--- config.mk ---
export PLATFORM = sky130hd
export DESIGN_NAME = brch_handler
export DESIGN_NICKNAME = d
export VERILOG_FILES = /design/src/shared/brch_pkg.sv /design/src/hdl/brch_handler.sv
export VERILOG_INCLUDE_DIRS = /design/src /design/src/shared
export SDC_FILE = /design/constraint.sdc
export NUM_CORES = 2
export LEC_CHECK = 0
export ABC_AREA = 1
export BUFFER_PORTS_ARGS = -buffer_cell sky130_fd_sc_hd__buf_2
export CAP_MARGIN = 20
export CORE_MARGIN = 2
export CORE_UTILIZATION = 40
export DETAILED_ROUTE_END_ITERATION = 7
export GPL_TIMING_DRIVEN = 0
export PLACE_DENSITY = 0.6
export SLEW_MARGIN = 20
export SYNTH_ARGS = -nofsm -noshare
export SYNTH_HDL_FRONTEND = slang
export SYNTH_SLANG_ARGS = --single-unit
--- constraint.sdc ---
create_clock -name CLK_SYS_IN -period 6.5 [get_ports CLK_SYS_IN]
set_input_delay 0.325 -clock CLK_SYS_IN [delete_from_list [all_inputs] [get_ports CLK_SYS_IN]]
set_output_delay 0.325 -clock CLK_SYS_IN [all_outputs]
set_load 0.01 [all_outputs]
--- src/shared/brch_map.svh ---
// Character codes, error codes and field limits of the bit relay command handler.
// Included by the handler module, the port checker and the host model; holds definitions only.
`ifndef BRCH_MAP_SVH
`define BRCH_MAP_SVH

`define BRCH_STX        8'h02
`define BRCH_ETX        8'h03
`define BRCH_CR         8'h0D
`define BRCH_CH_0       8'h30
`define BRCH_CH_1       8'h31
`define BRCH_CH_I       8'h49
`define BRCH_CH_E       8'h45
`define BRCH_CH_R       8'h52
`define BRCH_CH_O       8'h4F
`define BRCH_CH_K       8'h4B
`define BRCH_COMMA      8'h2C
`define BRCH_SPACE      8'h20

`define BRCH_CODE_CRD   24'h42_5244
`define BRCH_CODE_CWR   24'h42_5752
`define BRCH_CODE_RRD   24'h42_5252
`define BRCH_CODE_RWR   24'h42_5257
`define BRCH_CODE_MSET  24'h42_5253
`define BRCH_CODE_MRD   24'h42_524D

`define BRCH_ERR_NONE   8'h00
`define BRCH_ERR_REG    8'h03
`define BRCH_ERR_SET    8'h04
`define BRCH_ERR_CNT    8'h05
`define BRCH_ERR_MON    8'h06
`define BRCH_ERR_PARM   8'h08
`define BRCH_ERR_SUM    8'h42

`define BRCH_CONT_MAX   14'h0100
`define BRCH_RAND_MAX   14'h0020
`define BRCH_HDR_LAST   9'h007
`define BRCH_RELAY_LAST 9'h004
`define BRCH_CONT_CLAST 9'h002
`define BRCH_RAND_CLAST 9'h001
`define BRCH_ER_LAST    9'h008

`endif

--- src/shared/brch_pkg.sv ---
// Types of the bit relay command handler: parser and sender phases, commands, state.
// Needs no other file.
package brch_pkg;

   typedef enum logic [3:0] {
      P_IDLE  = 4'h0,
      P_HDR   = 4'h1,
      P_RELAY = 4'h2,
      P_SEP   = 4'h3,
      P_CNT   = 4'h4,
      P_DATA  = 4'h5,
      P_SUM   = 4'h6,
      P_ETX   = 4'h7,
      P_CR    = 4'h8,
      P_SKIP  = 4'h9
   } brch_rx_t;

   typedef enum logic [2:0] {
      C_NONE = 3'h0,
      C_CRD  = 3'h1,
      C_CWR  = 3'h2,
      C_RRD  = 3'h3,
      C_RWR  = 3'h4,
      C_MSET = 3'h5,
      C_MRD  = 3'h6
   } brch_cmd_t;

   typedef enum logic [3:0] {
      T_IDLE = 4'h0,
      T_STX  = 4'h1,
      T_HDR  = 4'h2,
      T_OK   = 4'h3,
      T_DATA = 4'h4,
      T_ER   = 4'h5,
      T_SUM  = 4'h6,
      T_ETX  = 4'h7,
      T_CR   = 4'h8
   } brch_tx_t;

   typedef struct packed {
      brch_rx_t         rph;
      brch_rx_t         ret;
      brch_cmd_t        cmd;
      logic             addr_ok;
      logic [8:0]       fcnt;
      logic [13:0]      num;
      logic [8:0]       cnt;
      logic [5:0]       item;
      logic [7:0]       start;
      logic [7:0]       sum;
      logic [7:0]       rsum;
      logic [23:0]      cmd_chr;
      logic [7:0]       err;
      logic [7:0]       err_par;
      logic [255:0]     wdata;
      logic [255:0]     wmask;
      logic [31:0][7:0] lst;
      logic [31:0][7:0] mon;
      logic [5:0]       mon_cnt;
      logic [255:0]     relay;
      brch_tx_t         tph;
      logic [8:0]       tcnt;
      logic [7:0]       tsum;
      logic [7:0]       tx_data;
      logic             tx_valid;
   } brch_state_t;

endpackage

--- src/hdl/brch_handler.sv ---
// Bit relay command handler: parses framed ASCII commands, updates and reports relays.
// Assumes a byte stream with valid/ready on both sides, synchronous to CLK_SYS_IN.
`timescale 1ns/1ps
`include "brch_map.svh"

module brch_handler
(
   input  wire logic         CLK_SYS_IN,
   input  wire logic         RST_B_IN,
   input  wire logic [15:0]  STATION_ADDR_IN,
   input  wire logic         CHECKSUM_EN_IN,
   input  wire logic         RX_VALID_IN,
   input  wire logic [7:0]   RX_DATA_IN,
   output logic              RX_READY_OUT,
   output logic              TX_VALID_OUT,
   output logic [7:0]        TX_DATA_OUT,
   input  wire logic         TX_READY_IN,
   output logic [255:0]      RELAY_STATE_OUT
);

////////////////////////////////////////////////////////////////////////////////
   brch_pkg::brch_state_t r;
   brch_pkg::brch_state_t next_r;
   brch_pkg::brch_rx_t    end_ph;
   logic                  take;
   logic [7:0]            b;
   logic                  dig;
   logic [13:0]           v;
   logic [4:0]            hx;
   logic                  is_cont;
   logic                  item_last;
   logic                  fail;
   logic [7:0]            fcode;
   logic [7:0]            fpar;
   logic                  done;
   logic [7:0]            pos;
   logic [7:0]            ch;
   logic                  dbit;
   logic [8:0]            n_rd;
   logic                  has_data;
   brch_pkg::brch_tx_t    tend;

   function automatic logic [4:0] hex_val(input logic [7:0] c);
      if (c >= 8'h30 && c <= 8'h39)
         return {1'b1, c[3:0]};
      if (c >= 8'h41 && c <= 8'h46)
         return {1'b1, 4'(c[3:0] + 4'h9)};
      return 5'h00;
   endfunction

   function automatic logic [7:0] to_hex(input logic [3:0] x);
      return (x < 4'hA) ? 8'(8'h30 + {4'h0, x}) : 8'(8'h37 + {4'h0, x});
   endfunction

   // Receiving stalls while an answer goes out; one frame at a time
   assign RX_READY_OUT    = (r.tph == brch_pkg::T_IDLE);
   assign TX_VALID_OUT    = r.tx_valid;
   assign TX_DATA_OUT     = r.tx_data;
   assign RELAY_STATE_OUT = r.relay;

   assign take      = RX_VALID_IN && RX_READY_OUT;
   assign b         = RX_DATA_IN;
   assign dig       = (b >= `BRCH_CH_0) && (b <= 8'h39);
   assign v         = 14'(r.num * 14'h000A) + {10'h000, b[3:0]};
   assign hx        = hex_val(b);
   assign end_ph    = CHECKSUM_EN_IN ? brch_pkg::P_SUM : brch_pkg::P_ETX;
   assign is_cont   = (r.cmd == brch_pkg::C_CRD) || (r.cmd == brch_pkg::C_CWR);
   assign item_last = (9'({3'h0, r.item} + 9'h001) == r.cnt);
   assign has_data  = (r.cmd == brch_pkg::C_CRD) || (r.cmd == brch_pkg::C_RRD)
                      || (r.cmd == brch_pkg::C_MRD);
   assign n_rd      = (r.cmd == brch_pkg::C_MRD) ? {3'h0, r.mon_cnt} : r.cnt;
   assign tend      = CHECKSUM_EN_IN ? brch_pkg::T_SUM : brch_pkg::T_ETX;

////////////////////////////////////////////////////////////////////////////////
   // Relay position of the value being received
   always_comb
   begin
      if (is_cont)
         pos = 8'(r.start + r.fcnt[7:0]);
      else
         pos = r.lst[r.item[4:0]];
   end

   // Relay state sent as the next data character
   always_comb
   begin
      if (r.cmd == brch_pkg::C_CRD)
         dbit = r.relay[8'(r.start + r.tcnt[7:0])];
      else if (r.cmd == brch_pkg::C_RRD)
         dbit = r.relay[r.lst[r.tcnt[4:0]]];
      else
         dbit = r.relay[r.mon[r.tcnt[4:0]]];
   end

////////////////////////////////////////////////////////////////////////////////
   always_comb
   begin
      next_r = r;
      fail   = 1'b0;
      fcode  = `BRCH_ERR_NONE;
      fpar   = 8'h00;
      done   = 1'b0;
      ch     = 8'h00;
      if (take)
      begin
         if (b == `BRCH_STX)
         begin
            next_r.rph     = brch_pkg::P_HDR;
            next_r.fcnt    = 9'h000;
            next_r.sum     = 8'h00;
            next_r.err     = `BRCH_ERR_NONE;
            next_r.err_par = 8'h00;
            next_r.wmask   = '0;
            next_r.num     = 14'h0000;
            next_r.item    = 6'h00;
            next_r.cmd     = brch_pkg::C_NONE;
            next_r.addr_ok = 1'b0;
         end
         else
         begin
            if (r.rph inside {brch_pkg::P_HDR, brch_pkg::P_RELAY, brch_pkg::P_SEP,
                              brch_pkg::P_CNT, brch_pkg::P_DATA})
               next_r.sum = r.sum + b;
            next_r.fcnt = r.fcnt + 9'h001;
            unique case (r.rph)
               brch_pkg::P_IDLE:
                  next_r.fcnt = r.fcnt;
               brch_pkg::P_HDR:
               begin
                  if (r.fcnt == 9'h000)
                     next_r.addr_ok = (b == STATION_ADDR_IN[15:8]);
                  else if (r.fcnt == 9'h001)
                     next_r.addr_ok = r.addr_ok && (b == STATION_ADDR_IN[7:0]);
                  else if ((r.fcnt == 9'h002 && b != `BRCH_CH_0)
                           || (r.fcnt == 9'h003 && b != `BRCH_CH_1)
                           || (r.fcnt == 9'h004 && b != `BRCH_CH_0))
                  begin
                     fail  = 1'b1;
                     fcode = `BRCH_ERR_PARM;
                  end
                  else if (r.fcnt >= 9'h005)
                     next_r.cmd_chr = {r.cmd_chr[15:0], b};
                  if (r.fcnt == `BRCH_HDR_LAST)
                  begin
                     next_r.fcnt = 9'h000;
                     next_r.num  = 14'h0000;
                     next_r.rph  = brch_pkg::P_CNT;
                     case ({r.cmd_chr[15:0], b})
                        `BRCH_CODE_CRD:
                        begin
                           next_r.cmd = brch_pkg::C_CRD;
                           next_r.rph = brch_pkg::P_RELAY;
                        end
                        `BRCH_CODE_CWR:
                        begin
                           next_r.cmd = brch_pkg::C_CWR;
                           next_r.rph = brch_pkg::P_RELAY;
                        end
                        `BRCH_CODE_RRD:  next_r.cmd = brch_pkg::C_RRD;
                        `BRCH_CODE_RWR:  next_r.cmd = brch_pkg::C_RWR;
                        `BRCH_CODE_MSET: next_r.cmd = brch_pkg::C_MSET;
                        `BRCH_CODE_MRD:
                        begin
                           next_r.cmd = brch_pkg::C_MRD;
                           next_r.rph = end_ph;
                        end
                        default:
                        begin
                           fail  = 1'b1;
                           fcode = `BRCH_ERR_PARM;
                        end
                     endcase
                  end
               end
               brch_pkg::P_RELAY:
               begin
                  fpar = 8'({2'h0, r.item} + 8'h01);
                  if ((r.fcnt == 9'h000) ? (b != `BRCH_CH_I) : !dig)
                  begin
                     fail  = 1'b1;
                     fcode = `BRCH_ERR_REG;
                  end
                  else if (r.fcnt != 9'h000)
                     next_r.num = v;
                  if (!fail && r.fcnt == `BRCH_RELAY_LAST)
                  begin
                     next_r.fcnt = 9'h000;
                     next_r.num  = 14'h0000;
                     if (v == 14'h0000 || v > `BRCH_CONT_MAX)
                     begin
                        fail  = 1'b1;
                        fcode = `BRCH_ERR_REG;
                     end
                     else if (is_cont)
                     begin
                        next_r.start = 8'(v - 14'h0001);
                        next_r.rph   = brch_pkg::P_SEP;
                        next_r.ret   = brch_pkg::P_CNT;
                     end
                     else
                     begin
                        next_r.lst[r.item[4:0]] = 8'(v - 14'h0001);
                        next_r.rph = brch_pkg::P_SEP;
                        next_r.ret = brch_pkg::P_DATA;
                        if (r.cmd != brch_pkg::C_RWR)
                        begin
                           next_r.item = 6'(r.item + 6'h01);
                           next_r.ret  = brch_pkg::P_RELAY;
                           if (item_last)
                              next_r.rph = end_ph;
                        end
                     end
                  end
               end
               brch_pkg::P_SEP:
               begin
                  if (b == `BRCH_COMMA || b == `BRCH_SPACE)
                  begin
                     next_r.rph  = r.ret;
                     next_r.fcnt = 9'h000;
                  end
                  else
                  begin
                     fail  = 1'b1;
                     fcode = `BRCH_ERR_PARM;
                  end
               end
               brch_pkg::P_CNT:
               begin
                  if (!dig)
                  begin
                     fail  = 1'b1;
                     fcode = `BRCH_ERR_CNT;
                  end
                  else
                     next_r.num = v;
                  if (!fail && r.fcnt == (is_cont ? `BRCH_CONT_CLAST : `BRCH_RAND_CLAST))
                  begin
                     next_r.fcnt = 9'h000;
                     next_r.num  = 14'h0000;
                     next_r.cnt  = 9'(v);
                     next_r.item = 6'h00;
                     if (v == 14'h0000 || v > (is_cont ? `BRCH_CONT_MAX : `BRCH_RAND_MAX))
                     begin
                        fail  = 1'b1;
                        fcode = `BRCH_ERR_CNT;
                     end
                     else if (is_cont && (14'(r.start) + v) > `BRCH_CONT_MAX)
                     begin
                        fail  = 1'b1;
                        fcode = `BRCH_ERR_SET;
                     end
                     else if (r.cmd == brch_pkg::C_CRD)
                        next_r.rph = end_ph;
                     else if (r.cmd == brch_pkg::C_CWR)
                     begin
                        next_r.rph = brch_pkg::P_SEP;
                        next_r.ret = brch_pkg::P_DATA;
                     end
                     else
                        next_r.rph = brch_pkg::P_RELAY;
                  end
               end
               brch_pkg::P_DATA:
               begin
                  if (b != `BRCH_CH_0 && b != `BRCH_CH_1)
                  begin
                     fail  = 1'b1;
                     fcode = `BRCH_ERR_SET;
                     fpar  = is_cont ? 8'(r.fcnt + 9'h001) : 8'({2'h0, r.item} + 8'h01);
                  end
                  else
                  begin
                     next_r.wdata[pos] = b[0];
                     next_r.wmask[pos] = 1'b1;
                     if (is_cont)
                     begin
                        if (9'(r.fcnt + 9'h001) == r.cnt)
                        begin
                           // Checksum field counts its own two characters from zero
                           next_r.fcnt = 9'h000;
                           next_r.rph  = end_ph;
                        end
                     end
                     else
                     begin
                        next_r.fcnt = 9'h000;
                        next_r.item = 6'(r.item + 6'h01);
                        next_r.rph  = item_last ? end_ph : brch_pkg::P_SEP;
                        next_r.ret  = brch_pkg::P_RELAY;
                     end
                  end
               end
               brch_pkg::P_SUM:
               begin
                  next_r.rsum = {r.rsum[3:0], hx[3:0]};
                  if (!hx[4])
                  begin
                     fail  = 1'b1;
                     fcode = `BRCH_ERR_PARM;
                  end
                  else if (r.fcnt == 9'h001)
                  begin
                     if ({r.rsum[3:0], hx[3:0]} != r.sum)
                     begin
                        fail  = 1'b1;
                        fcode = `BRCH_ERR_SUM;
                     end
                     else
                        next_r.rph = brch_pkg::P_ETX;
                  end
               end
               brch_pkg::P_ETX:
               begin
                  if (b == `BRCH_ETX)
                     next_r.rph = brch_pkg::P_CR;
                  else
                  begin
                     fail  = 1'b1;
                     fcode = `BRCH_ERR_PARM;
                  end
               end
               brch_pkg::P_CR:
               begin
                  if (b == `BRCH_CR)
                     done = 1'b1;
                  else
                  begin
                     fail  = 1'b1;
                     fcode = `BRCH_ERR_PARM;
                  end
               end
               brch_pkg::P_SKIP:
                  done = (b == `BRCH_CR);
            endcase
         end
      end
      // First fault wins; the rest of the frame is drained up to CR
      if (fail)
      begin
         next_r.err     = fcode;
         next_r.err_par = fpar;
         next_r.rph     = brch_pkg::P_SKIP;
      end
      // Frames for another station are consumed silently
      if (done)
      begin
         next_r.rph = brch_pkg::P_IDLE;
         if (r.addr_ok)
         begin
            next_r.tph  = brch_pkg::T_STX;
            next_r.tcnt = 9'h000;
            if (r.err == `BRCH_ERR_NONE && r.cmd == brch_pkg::C_MRD && r.mon_cnt == 6'h00)
               next_r.err = `BRCH_ERR_MON;
            else if (r.err == `BRCH_ERR_NONE)
            begin
               // Writes commit only after the whole frame checked out
               next_r.relay = (r.relay & ~r.wmask) | (r.wdata & r.wmask);
               if (r.cmd == brch_pkg::C_MSET)
               begin
                  next_r.mon     = r.lst;
                  next_r.mon_cnt = r.cnt[5:0];
               end
            end
         end
      end
      // Answer sender
      unique case (r.tph)
         brch_pkg::T_IDLE: ch = 8'h00;
         brch_pkg::T_STX:  ch = `BRCH_STX;
         brch_pkg::T_HDR:
            ch = (r.tcnt == 9'h000) ? STATION_ADDR_IN[15:8] :
                 (r.tcnt == 9'h001) ? STATION_ADDR_IN[7:0] :
                 (r.tcnt == 9'h002) ? `BRCH_CH_0 : `BRCH_CH_1;
         brch_pkg::T_OK:   ch = (r.tcnt == 9'h000) ? `BRCH_CH_O : `BRCH_CH_K;
         brch_pkg::T_DATA: ch = dbit ? `BRCH_CH_1 : `BRCH_CH_0;
         brch_pkg::T_ER:
            unique case (r.tcnt[3:0])
               4'h0:    ch = `BRCH_CH_E;
               4'h1:    ch = `BRCH_CH_R;
               4'h2:    ch = to_hex(r.err[7:4]);
               4'h3:    ch = to_hex(r.err[3:0]);
               4'h4:    ch = to_hex(r.err_par[7:4]);
               4'h5:    ch = to_hex(r.err_par[3:0]);
               4'h6:    ch = r.cmd_chr[23:16];
               4'h7:    ch = r.cmd_chr[15:8];
               default: ch = r.cmd_chr[7:0];
            endcase
         brch_pkg::T_SUM:
            ch = (r.tcnt == 9'h000) ? to_hex(r.tsum[7:4]) : to_hex(r.tsum[3:0]);
         brch_pkg::T_ETX:  ch = `BRCH_ETX;
         brch_pkg::T_CR:   ch = `BRCH_CR;
      endcase
      if (r.tph != brch_pkg::T_IDLE && (!r.tx_valid || TX_READY_IN))
      begin
         next_r.tx_valid = 1'b1;
         next_r.tx_data  = ch;
         next_r.tcnt     = r.tcnt + 9'h001;
         // Own hex digits stay out of the sum being sent
         if (r.tph != brch_pkg::T_SUM)
            next_r.tsum = r.tsum + ch;
         unique case (r.tph)
            brch_pkg::T_IDLE: next_r.tph = brch_pkg::T_IDLE;
            brch_pkg::T_STX:
            begin
               next_r.tph  = brch_pkg::T_HDR;
               next_r.tcnt = 9'h000;
               next_r.tsum = 8'h00;
            end
            brch_pkg::T_HDR:
               if (r.tcnt == 9'h003)
               begin
                  next_r.tcnt = 9'h000;
                  next_r.tph  = (r.err != `BRCH_ERR_NONE) ? brch_pkg::T_ER : brch_pkg::T_OK;
               end
            brch_pkg::T_OK:
               if (r.tcnt == 9'h001)
               begin
                  next_r.tcnt = 9'h000;
                  next_r.tph  = has_data ? brch_pkg::T_DATA : tend;
               end
            brch_pkg::T_DATA:
               if (9'(r.tcnt + 9'h001) == n_rd)
               begin
                  next_r.tcnt = 9'h000;
                  next_r.tph  = tend;
               end
            brch_pkg::T_ER:
               if (r.tcnt == `BRCH_ER_LAST)
               begin
                  next_r.tcnt = 9'h000;
                  next_r.tph  = tend;
               end
            brch_pkg::T_SUM:
               if (r.tcnt == 9'h001)
                  next_r.tph = brch_pkg::T_ETX;
            brch_pkg::T_ETX: next_r.tph = brch_pkg::T_CR;
            brch_pkg::T_CR:  next_r.tph = brch_pkg::T_IDLE;
         endcase
      end
      else if (TX_READY_IN)
         next_r.tx_valid = 1'b0;
   end

////////////////////////////////////////////////////////////////////////////////
   // Reset empties the monitor list and turns all relays off
   always_ff @(posedge CLK_SYS_IN or negedge RST_B_IN)
   begin
      if (!RST_B_IN)
         r <= '0;
      else
         r <= next_r;
   end

endmodule

==> metrics.yaml <==
run_status:
  status: "finished with violations"
  failed_checks: "negative setup slack"
route:
  firstDrtPassIters: 8
  drc: 0
  via_count: 81200
  dr.first_iter.drc_count: 11400
  ant_nets: 0
  wl_mm: 456
  viasPerCell: 6.12
  wl_per_cell_um: 34.4
sta:
  hold-worst-slack_ps: 59.8
  slew_headroom_pct: 14.4
  fin_crit_ps: 6560
  worst-slew-pin-transition_ps: 1280
  finClkSkew_ps: 47.9
  timing_hold_violations_final: 0
  maxSlewViolCount: 0
  setup_slack_ps: -60.8
  setup-violations-final: 10
  min_period_over_period_pct: 101
  fmax_mhz: 152
worst_setup_path:
  cp.required_ps: 7220
  crit_path_end_kind: "flip-flop"
  start_kind: "primary input"
  arrival_ps: 7280
  crit_type: "in2reg"
  path_max_fanout: 13
synthesis:
  synthXorXnorAreaFrac_pct: 1.09
  synth-compound-area-share_pct: 16.1
  yosysTopAreaCellShare_pct: 46.0
  ys.flop_type: "dfrtp_1"
  ys_async_sr_fraction_pct: 100
  synth_most_common_cell: "nand2_1"
  yosys.area.top_type: "dfrtp_1"
  synthCells: 10100
  avgSynthCellArea_um2: 7.71
  synth_cell_types: 69
  ys_top_cells_by_count: "nand2_1, dfrtp_1, o21ai_0"
  synthAdderAreaFrac_pct: 1.55
  ys_seq_area_share_pct: 46.0
  synth_warnings: 0
  ys_seq_elements: 1424
  synth_area_leaders: "dfrtp_1, nand2_1, o21ai_0"
  synth_top_family_by_area: "simple AND/OR/NAND/NOR gates"
  synth_fp_nets: 10200
  synthMuxAreaShare_pct: 1.10
  syn_area_um2: 77500
  synth_edf_count: 0
  yosys.area_share.simple_pct: 24.2
pwr:
  ir_worst_vdd_v: 0.000513
  p_per_area_nw_per_um2: 394
  leakage_nw: 43.5
final_layout:
  fill_cells: 19500
  fin_area_um2: 89700
  nets: 10700
  final_layout_size_suffix_gt1_share_pct: 14.4
  finalCoreUtilization_pct: 46.6
  area_growth_syn_to_layout_pct: 15.8
clock_network:
  clockRootBuffer: "clkbuf_16"
  htree_levels: 4
  cts-buffers-inserted: 163
  clk_latency_ps: 870
  clk_pin_slew_worst_paths_ps: 60
  cts_sinks: 1424
  cts_tree: "yes"
  cts_buffer_depth: 3
global_route:
  grt_pass1_vias: 75900
  overflow: 0
  grt_pass1_wl_mm: 617
  antenna_found_initial: 42
  grt_max_degree: 138
  track_usage_pct: 45.2
placed_design:
  placed_area_um2: 83000
  dp_slack_ps: -1830
  place_congestion: 1.09
  hpwl_mm: 337
  io_buffers: 294
hold_path:
  min_path_type: "in2reg"
flow_run:
  maxCapViolCount: 0
floorplan:
  start_util_pct: 40.2
  die_h_um: 444
  coreArea_um2: 193000
  floorplan.die_area_um2: 197000
  rows: 161
  ios: 295
  fp.dieW_um: 444
==> cells by family (layout without fill, tap and decap cells) <==
| logic type | after synthesis | count (layout) |
|---|---|---|
| and+or+nand+nor | 4472 | 4472 |
| xor gates and xnor gates | 95 | 95 |
| adders and majority gates | 92 | 92 |
| DFF | 1424 | 1424 |
| muxes | 76 | 76 |
| buffers and inverters | 1622 | 2273 |
| AOI/OAI and AO/OA | 2274 | 2274 |
| other | 0 | 22 |
==> critical path, stage by stage <==
cell and delay (ps):
buf_2 190, clkinv_1 630, clkbuf_2 670, clkbuf_1 870, ha_1 280, nand2_1 110
nor2_2 360, clkinv_1 450, nor2_2 750, clkinv_1 880, clkbuf_2 680, clkbuf_1 670
nand2_1 200, nand2_1 80
==> where the power goes <==
group	internal, mW	switching [mW]	leakage (nW)	total [mW]
combinational	3.55	12.8	22.5	16.4
clock	5.73	4.07	2.74	9.80
sequential	9.03	0.154	18.3	9.18
==> cell type report <==
type,count,area (um2),area share (%)
sequential,1424,35600,39.7
multi-input combinational,7009,34600,38.5
buffer,832,5200,5.79
clock buffer,231,4760,5.30
tap,2526,3160,3.52
inverter,787,2980,3.32
timing repair buffer,363,2540,2.83
clock inverter,60,820,0.913
antenna,22,55.1,0.0614
==> final timing paths <==
check                      depth (start not counted)           startpoint  slack (ps)                         end
max                                               14        RX_DATA_IN[0]         -60          r[977]$_DFFE_PN0P_
min                                                5  STATION_ADDR_IN[15]          60  TX_DATA_OUT[7]$_DFFE_PN0P_
max reg2reg                                       27    r[19]$_DFFE_PN0P_           0           r[15]$_DFFE_PN0P_
min reg2reg                                        2            flip-flop         470                   flip-flop
max in group asynchronous                          6             RST_B_IN        4220         r[1406]$_DFFE_PN0P_
min in group asynchronous                          3             RST_B_IN          90  asynchronous set/reset pin
==> layout by cell type (no fill, tap or decap), types with 43 or more instances in the layout <==
| master | n |
|---|---|
| nand2_1 | 2704 |
| dfrtp_1 | 1424 |
| o21ai_0 | 1020 |
| nand3_1 | 899 |
| inv_1 | 764 |
| nor2_1 | 612 |
| a21oi_1 | 590 |
| buf_2 | 451 |
| buf_4 | 342 |
| o21ai_1 | 297 |
| clkbuf_1 | 188 |
| clkbuf_16 | 166 |
| o211ai_1 | 118 |
| clkbuf_2 | 90 |
| ha_1 | 85 |
| mux2_2 | 73 |
| xor2_1 | 57 |
| buf_6 | 56 |
| nor3_1 | 48 |
| nand4_1 | 47 |
| clkbuf_4 | 43 |
==> through the flow <==
stage          power, mW  setup TNS [ps]  std cells
2_1_floorplan       15.9               0      10100
3_3_place_gp        23.7               -      12900
3_5_place_dp        23.8         -427250      12900
6_report            35.4            -395      13300
5_1_grt             35.5           -49.8      13200
4_1_cts             33.9           -99.8      13200
==> per-layer routing <==
layer / GRT usage, % / routed length, um / vias to the layer above
li1: - / - / 34100
met1: 54.1 / 163000 / 39700
met2: 67.3 / 193000 / 5644
met3: 12.4 / 50500 / 1661
met4: 39.0 / 49000 / 22
met5: 0.220 / 284 / -
==> timing repair <==
item                                    4_1_cts  5_1_grt
hold buffers                                  7        0
pin swaps                                     5        7
resized for setup                           115      194
buffers inserted                             14       12
endpoints found under the hold margin       410        0
endpoints found under the setup margin      294        4
No activity file was read; power rests on OpenSTA's default activity.
